===== src/hw/seem_pkg.sv =====
// Purpose: constants and types for the status event enable mask bank
// Assumes: one 40 MHz clock, masks written and read as 16-bit words
// Notes: bit positions are the mask bit numbers of each register set
`default_nettype none
package seem_pkg;
    localparam int unsigned MASK_W = 16;
    localparam logic [15:0] MASK_RESET = 16'h0000;
    // writable positions per register
    localparam logic [15:0] MEAS_VALID = 16'h0238;
    localparam logic [15:0] QUES_VALID = 16'h0100;
    localparam logic [15:0] OPER_VALID = 16'h0078;
    // measurement bits
    localparam int unsigned MEAS_BUFFER_FULL_BIT = 9;
    localparam int unsigned MEAS_READING_AVAILABLE_BIT = 5;
    localparam int unsigned MEAS_PULSE_TRIGGER_TIMEOUT_BIT = 4;
    localparam int unsigned MEAS_READING_OVERFLOW_BIT = 3;
    // questionable bit
    localparam int unsigned QUES_CALIBRATION_BIT = 8;
    // operation bits
    localparam int unsigned OPER_POWER_SUPPLY_SHUTDOWN_BIT = 6;
    localparam int unsigned OPER_HEAT_SINK_SHUTDOWN_BIT = 5;
    localparam int unsigned OPER_CURRENT_LIMIT_TRIPPED_BIT = 4;
    localparam int unsigned OPER_CURRENT_LIMIT_ACTIVE_BIT = 3;
    // register selector codes
    typedef enum logic [1:0] {
        SEEM_SEL_MEAS = 2'h0,
        SEEM_SEL_QUES = 2'h1,
        SEEM_SEL_OPER = 2'h2
    } seem_sel_type;
    // host command carrier
    typedef struct packed {
        logic write;
        logic query;
        logic preset;
        seem_sel_type sel;
        logic [15:0] value;
    } seem_cmd_type;
    typedef struct packed {
        logic [15:0] meas;
        logic [15:0] ques;
        logic [15:0] oper;
    } seem_events_type;
endpackage
`default_nettype wire


===== src/hw/seem_bank.sv =====
// Purpose: event enable masks gating events onto next-level summary bits
// Assumes: command parser hands over decoded binary values, one command a cycle
// Notes: summary and query outputs are registered, one cycle after cause
`default_nettype none
module seem_bank
    import seem_pkg::*;
(
    // clock and reset
    input wire logic core_clk_in,
    input wire logic rst_in,
    // host command
    input wire seem_cmd_type cmd_in,
    // event registers of this level
    input wire seem_events_type events_in,
    // query answer
    output logic [15:0] query_data_out,
    output logic query_valid_out,
    // summaries to the next register set
    output logic meas_summary_out,
    output logic ques_summary_out,
    output logic oper_summary_out,
    // mask contents
    output logic [15:0] meas_mask_out,
    output logic [15:0] ques_mask_out,
    output logic [15:0] oper_mask_out
);
    // stored enable masks, one per register set
    logic [15:0] measurement_event_mask;
    logic [15:0] questionable_event_mask;
    logic [15:0] operation_event_mask;
    logic [15:0] next_meas;
    logic [15:0] next_ques;
    logic [15:0] next_oper;
    // write strobes decoded per register set
    logic meas_write;
    logic ques_write;
    logic oper_write;
    // query answer state
    logic [15:0] query_data;
    logic query_valid;
    logic [15:0] next_query_data;
    logic next_query_valid;
    // measurement events that pass their mask bit
    logic buffer_full_pass;
    logic reading_available_pass;
    logic pulse_trigger_timeout_pass;
    logic reading_overflow_pass;
    // questionable event that passes its mask bit
    logic calibration_pass;
    // operation events that pass their mask bit
    logic power_supply_shutdown_pass;
    logic heat_sink_shutdown_pass;
    logic current_limit_tripped_pass;
    logic current_limit_active_pass;
    // summary state
    logic meas_sum;
    logic ques_sum;
    logic oper_sum;
    logic next_meas_sum;
    logic next_ques_sum;
    logic next_oper_sum;

    // the whole value loads at once; positions with no event stay zero
    function automatic logic [15:0] load_mask(input logic [15:0] value,
            input logic [15:0] valid);
        load_mask = value & valid;
    endfunction

    // one event bit reaches the summary only through a set mask bit
    function automatic logic event_passes(input logic [15:0] ev, input logic [15:0] mask,
            input int unsigned pos);
        event_passes = ev[pos] & mask[pos];
    endfunction

    // stored value of the selected register, zero for the spare selector
    function automatic logic [15:0] pick_mask(input seem_sel_type sel,
            input logic [15:0] meas, input logic [15:0] ques, input logic [15:0] oper);
        case (sel)
            SEEM_SEL_MEAS: begin
                pick_mask = meas;
            end
            SEEM_SEL_QUES: begin
                pick_mask = ques;
            end
            SEEM_SEL_OPER: begin
                pick_mask = oper;
            end
            default: begin
                pick_mask = MASK_RESET;
            end
        endcase
    endfunction

    // write decode: a same-cycle preset wins, the spare selector is refused
    always_comb begin
        meas_write = 1'b0;
        ques_write = 1'b0;
        oper_write = 1'b0;
        if (cmd_in.write && !cmd_in.preset) begin
            case (cmd_in.sel)
                SEEM_SEL_MEAS: begin
                    meas_write = 1'b1;
                end
                SEEM_SEL_QUES: begin
                    ques_write = 1'b1;
                end
                SEEM_SEL_OPER: begin
                    oper_write = 1'b1;
                end
                default: begin
                    meas_write = 1'b0;
                end
            endcase
        end
    end

    // measurement mask: preset clears it, a write reloads every bit
    always_comb begin
        next_meas = measurement_event_mask;
        if (cmd_in.preset) begin
            next_meas = MASK_RESET;
        end else if (meas_write) begin
            next_meas = load_mask(cmd_in.value, MEAS_VALID);
        end
    end

    always_ff @(posedge core_clk_in or posedge rst_in) begin
        if (rst_in) begin
            measurement_event_mask <= MASK_RESET;
        end else begin
            measurement_event_mask <= next_meas;
        end
    end

    // questionable mask: only the calibration position can be set
    always_comb begin
        next_ques = questionable_event_mask;
        if (cmd_in.preset) begin
            next_ques = MASK_RESET;
        end else if (ques_write) begin
            next_ques = load_mask(cmd_in.value, QUES_VALID);
        end
    end

    always_ff @(posedge core_clk_in or posedge rst_in) begin
        if (rst_in) begin
            questionable_event_mask <= MASK_RESET;
        end else begin
            questionable_event_mask <= next_ques;
        end
    end

    // operation mask: preset clears it, a write reloads every bit
    always_comb begin
        next_oper = operation_event_mask;
        if (cmd_in.preset) begin
            next_oper = MASK_RESET;
        end else if (oper_write) begin
            next_oper = load_mask(cmd_in.value, OPER_VALID);
        end
    end

    always_ff @(posedge core_clk_in or posedge rst_in) begin
        if (rst_in) begin
            operation_event_mask <= MASK_RESET;
        end else begin
            operation_event_mask <= next_oper;
        end
    end

    // query answer: reads see the value stored before a same-cycle write
    always_comb begin
        next_query_valid = cmd_in.query;
        next_query_data = MASK_RESET;
        if (cmd_in.query) begin
            next_query_data = pick_mask(cmd_in.sel, measurement_event_mask,
                questionable_event_mask, operation_event_mask);
        end
    end

    always_ff @(posedge core_clk_in or posedge rst_in) begin
        if (rst_in) begin
            query_data <= MASK_RESET;
            query_valid <= 1'b0;
        end else begin
            query_data <= next_query_data;
            query_valid <= next_query_valid;
        end
    end

    // measurement summary; unused positions have no pass term at all
    always_comb begin
        buffer_full_pass = event_passes(
            events_in.meas,
            measurement_event_mask,
            MEAS_BUFFER_FULL_BIT
        );
        reading_available_pass = event_passes(
            events_in.meas,
            measurement_event_mask,
            MEAS_READING_AVAILABLE_BIT
        );
        pulse_trigger_timeout_pass = event_passes(
            events_in.meas,
            measurement_event_mask,
            MEAS_PULSE_TRIGGER_TIMEOUT_BIT
        );
        reading_overflow_pass = event_passes(
            events_in.meas,
            measurement_event_mask,
            MEAS_READING_OVERFLOW_BIT
        );
        next_meas_sum = buffer_full_pass
            | reading_available_pass
            | pulse_trigger_timeout_pass
            | reading_overflow_pass;
    end

    always_ff @(posedge core_clk_in or posedge rst_in) begin
        if (rst_in) begin
            meas_sum <= 1'b0;
        end else begin
            meas_sum <= next_meas_sum;
        end
    end

    // questionable summary follows the calibration event alone
    always_comb begin
        calibration_pass = event_passes(
            events_in.ques,
            questionable_event_mask,
            QUES_CALIBRATION_BIT
        );
        next_ques_sum = calibration_pass;
    end

    always_ff @(posedge core_clk_in or posedge rst_in) begin
        if (rst_in) begin
            ques_sum <= 1'b0;
        end else begin
            ques_sum <= next_ques_sum;
        end
    end

    // operation summary; a level that stays set keeps the summary up
    always_comb begin
        power_supply_shutdown_pass = event_passes(
            events_in.oper,
            operation_event_mask,
            OPER_POWER_SUPPLY_SHUTDOWN_BIT
        );
        heat_sink_shutdown_pass = event_passes(
            events_in.oper,
            operation_event_mask,
            OPER_HEAT_SINK_SHUTDOWN_BIT
        );
        current_limit_tripped_pass = event_passes(
            events_in.oper,
            operation_event_mask,
            OPER_CURRENT_LIMIT_TRIPPED_BIT
        );
        current_limit_active_pass = event_passes(
            events_in.oper,
            operation_event_mask,
            OPER_CURRENT_LIMIT_ACTIVE_BIT
        );
        next_oper_sum = power_supply_shutdown_pass
            | heat_sink_shutdown_pass
            | current_limit_tripped_pass
            | current_limit_active_pass;
    end

    always_ff @(posedge core_clk_in or posedge rst_in) begin
        if (rst_in) begin
            oper_sum <= 1'b0;
        end else begin
            oper_sum <= next_oper_sum;
        end
    end

    assign query_data_out = query_data;
    assign query_valid_out = query_valid;
    assign meas_summary_out = meas_sum;
    assign ques_summary_out = ques_sum;
    assign oper_summary_out = oper_sum;
    assign meas_mask_out = measurement_event_mask;
    assign ques_mask_out = questionable_event_mask;
    assign oper_mask_out = operation_event_mask;
endmodule
`default_nettype wire


===== config.mk =====
export PLATFORM = sky130hd
export DESIGN_NAME = seem_bank
export DESIGN_NICKNAME = d
export VERILOG_FILES = /design/src/hw/seem_pkg.sv /design/src/hw/seem_bank.sv
export SDC_FILE = /design/constraint.sdc
export NUM_CORES = 1
export LEC_CHECK = 0
export ABC_AREA = 1
export BUFFER_PORTS_ARGS = -buffer_cell sky130_fd_sc_hd__buf_4
export CORE_MARGIN = 5
export CORE_UTILIZATION = 36
export CTS_CLUSTER_SIZE = 10
export DETAILED_ROUTE_END_ITERATION = 6
export PLACE_DENSITY_LB_ADDON = 0.2
export SYNTH_ARGS = -nofsm -noshare
export SYNTH_HDL_FRONTEND = slang
export SYNTH_SLANG_ARGS = --single-unit

===== constraint.sdc =====
create_clock -name core_clk_in -period 1.26 [get_ports core_clk_in]
set_input_delay 0.063 -clock core_clk_in [delete_from_list [all_inputs] [get_ports core_clk_in]]
set_output_delay 0.063 -clock core_clk_in [all_outputs]
set_load 0.1 [all_outputs]

== Word level (Yosys, flattened, before mapping) ==
Index checks and enable logic that the tools add are counted.

* Equal/unequal tests: 2
* Muxes and demuxes: 14
* Bitwise operators: 15
* Reduce and logical (&&, ||, !) cells: 6

{| class="wikitable"
|+ Operators with widths
! kind !! number
|-
| two-way mux 16 bit || 7
|-
| one-hot mux 16 bit (3 select lines) || 1
|-
| bitwise AND 1 bit || 9
|-
| two-way mux 1 bit || 6
|-
| bitwise OR 1 bit || 6
|-
| nonzero test 2 bit || 3
|-
| == test 2 x 1 -> 1 bit (second input constant) || 1
|-
| == test 2 bit (second input constant) || 1
|-
| zero test 2 bit || 1
|-
| logical AND 1 bit || 1
|-
| zero test 1 bit || 1
|}

* Register bits: 68
* Input port bits: 71
* Output and inout port bits: 68
* Logic and storage cells: 45

== Logic depth before layout (Yosys ltp) ==
* Depth in word-level cells: 5
* Depth in mapped cells: 6
* Depth with buffers taken out: 6

== Worst setup path before layout ==
Ideal clock, no wire load.

* Path type: reg2reg
* From: register ques_mask_out[8] (netlist name)
* To: register questionable_event_mask[8] (netlist: ques_mask_out[8])
* Library setup time: 65 ps
* Data arrival time: 1272 ps
* Required time: 1195 ps
* Slack: -77 ps
* Stages on the path, launching flop included: 5
* Buffers on the path: 0
* Period minus slack after synthesis: 1337 ps
* Path through: dfrtp_1 inv_1 nor2_1 o21ai_0 nand2_1

{| class="wikitable"
|+ RTL lines
! item !! RTL line !! source
|-
| end signal, assigned || seem_bank.sv:149 || <nowiki>questionable_event_mask <= next_ques;</nowiki>
|-
| end, declared || seem_bank.sv:29 || <nowiki>logic [15:0] questionable_event_mask;</nowiki>
|}

== Worst setup path after layout ==
* From: register operation_event_mask[6] (netlist: oper_mask_out[6])
* To: output port oper_mask_out[6]

{| class="wikitable"
|+ RTL lines
! item !! RTL line !! source
|-
| start, declared || seem_bank.sv:30 || <nowiki>logic [15:0] operation_event_mask;</nowiki>
|-
| start signal, assigned || seem_bank.sv:167 || <nowiki>operation_event_mask <= next_oper;</nowiki>
|-
| end, declared || seem_bank.sv:25 || <nowiki>output logic [15:0] oper_mask_out</nowiki>
|}

No word-level cell between the ends.

==> results.md <==
- Status: finished clean
- Gr usage total: a little over a tenth
- Starting DRT DRC Count: 18
- Top cell type's share of synthesized area: 40.3%
- YS warnings: 0
- Syn Area/Cell: 8.37 um^2
- Worst Path Required: 1200 ps
- RR Endpoint: ques_mask_out[8]
- CTS buffer count: 3
- Slew @ Worst Pin: 673 ps
- Hold_sp: events_in[3]
- Global-route wire length before repair: 3.79 mm
- FP Rows: 20
- Worst path max stage delay: approximately 420 ps
- Core area: 3100 um^2
- Final Hold Viols: 0
- Port Buffers: 40
- Wire length per cell: 10.4 um
- Post-synth EDFFs: 0
- Static Leak: 0.895 nW
- Dominant cells by area after synthesis: dfrtp_1 40%, buf_4 31%, nand2_1 12%
- CP top delay family: flip-flops
- # Post-CTS Setup Buffers: 0
- Synth area leader: dfrtp_1
- Worst hold stages: 3
- Arrival @ worst endpoint: 1030 ps
- Worst reg2reg path startpoint: ques_mask_out[8]
- Setup Viol. Count Final: 0
- Worst Hold End: oper_summary_out
- Reg2Reg Setup Slack: approximately 500 ps
- Die Y: 67.3 um
- Worst Path Class, Setup: reg -> out
- Antenna violations before repair: 0
- Global route hottest layer: met2
- Inserted Diodes: 0
- Layout cells sized above 1: between 20 and 30%
- Syn-to-layout area delta: 29.3%
- Worst Reg2Reg Path Length in Cells: 4
- Main flop type after synthesis: dfrtp_1
- MaxCap Viol Count: 0
- FFs w/ async S/R, synth: 100%
- Slowest CP cell: dfrtp_1
- Initial Utilization: 38.0%
- Vias in the first global route: 941
- Post_cts resized: 0
- RSZ-0062 raised after global routing: false
- CP max FO: 4
- Synth cell count leaders: 49 x buf_4, 37 x nand2_1, 19 x dfrtp_1
- Max-slew headroom: 55.1%
- Clock Path Buffers: 2
- Util after Layout: between 40% and 50%
- Die X: 67.3 um
- Fmax achieved: around 0.9 GHz
- Pwr Total: 1.91 mW
- Die area: 4520 um^2
- P per Cell Area: 1250 nW/um^2
- Unique masters post-synth: 16
- Met1 GRT Util: 11.8%
- H-Tree Depth: 1
- I/O Pins: 139
- VDD IR max: 597 uV
- Mapped Area: 1180 um^2
- Area of placed instances: 1350 um^2
- RePlAce Congestion: between 0.7 and 0.8
- Overflow after GRT: 0
- Hold buffer count at cts: 15
- Seq cells post-synth: 19
- Most frequent cell after synthesis: buf_4
- Met3 Track Usage GR: 1.83%
- Slew Limit Fails: 0
- Crit path launch type: flip-flop
- DRC violations left: 0
- Routed wire length: between 2 and 3 mm
- Routed Antenna Nets: 0
- Clock sink count: 19
- Final period utilization: 86.4%
- Period minus WS final: 1090 ps
- Hold_ws: 6.63 ps
- Via count: 932
- Final Cell Area: 1530 um^2
- CTS tree: yes
- Setup TNS: 0 ps
- Vias per cell: 3.84
- Post-synthesis cell count: 141
- Pin count of the biggest net entering global routing: 20
- Worst Skew: ~5.5 ps
- WP buf/inv: 1
- HP Class: in -> reg
- Crit-path cells: buf_4
- Worst-Skew Late Latency: 290 ps
- Hpwl dp: 2.08 mm
- GR Util met2: 21.1%
- Post-synthesis sequential area ratio: 40.3%
- Crit end category: primary output
- CTS Root Cell: clkbuf_4
- TritonRoute pass-1 iters: 4
- Total Nets Final: 271
- Clock transition at path regs: 110 ps
## layout by cell type (no fill, tap or decap), types with 3 or more instances in the layout
master,count
buf_4,40
nand4_1,3
dfrtp_1,18
nand2_1,37
dlygate4sd3_1,15
conb_1,49
nand3_1,11
inv_1,6
clkbuf_4,3
nor2_4,3
nor2_1,3
## cells by family after synthesis
family | count (synthesis) | share of synthesized area (%)
flops | 19 | 40.3
other cells | 1 | 0.318
compound gates | 1 | 0.424
simple gates | 62 | 24.8
buf+inv | 58 | 34.1
## worst reg2reg max path: cells and delay by family, from the launching register on
family	cells	cell delay [ps]
flops	1	420
buf+inv	1	80
compound gates	1	60
simple gates	2	110
## power by group
group | switching [mW] | internal (mW) | total, mW | leakage (nW)
Combinational | 0.856 | 0.112 | 0.968 | 0.622
Sequential | 0.0134 | 0.628 | 0.641 | 0.258
Clock | 0.180 | 0.123 | 0.303 | 0.0150
Total | 1.05 | 0.863 | 1.91 | 0.895
## layer usage
layer / share of wire [%] / wire (um)
met1: 36 / 895
met2: 54 / 1350
met3: 11 / 271
met4: 0 / 0
met5: 0 / 0
## sequential cells by signal, indices dropped and copies added, names as in the netlist
signal            flops
query_data_out        6
meas_mask_out         4
oper_mask_out         4
meas_summary_out      1
oper_summary_out      1
query_valid_out       1
ques_mask_out         1
ques_summary_out      1
## area by class of cell
cell class,count,area [um^2]
fillers,344,1580
multi-input cells,112,482
flip-flops and latches,19,477
repair buffers,55,450
well taps,44,55.1
inverters,9,35.0
clock buffers,4,26.3
## worst max path at each step
stage                                start           endpoint  cells after the start
after detailed placement        cmd_in[18]   ques_mask_out[8]                      5
after global routing      oper_mask_out[3]   oper_mask_out[3]                      1
after global placement    oper_mask_out[3]   oper_mask_out[3]                      1
final                     oper_mask_out[6]   oper_mask_out[6]                      1
after floorplan           meas_mask_out[4]  query_data_out[4]                      2
after CTS                 oper_mask_out[3]   oper_mask_out[3]                      1
## through the flow
step | std cells | setup WS (ps)
after floorplan | 189 | 32.1
final | 243 | 172
after detailed placement | 224 | 482
after global placement | 224 | 478
after global routing | 243 | 119
after CTS | 243 | 156
(Power assumes the default switching activity.)
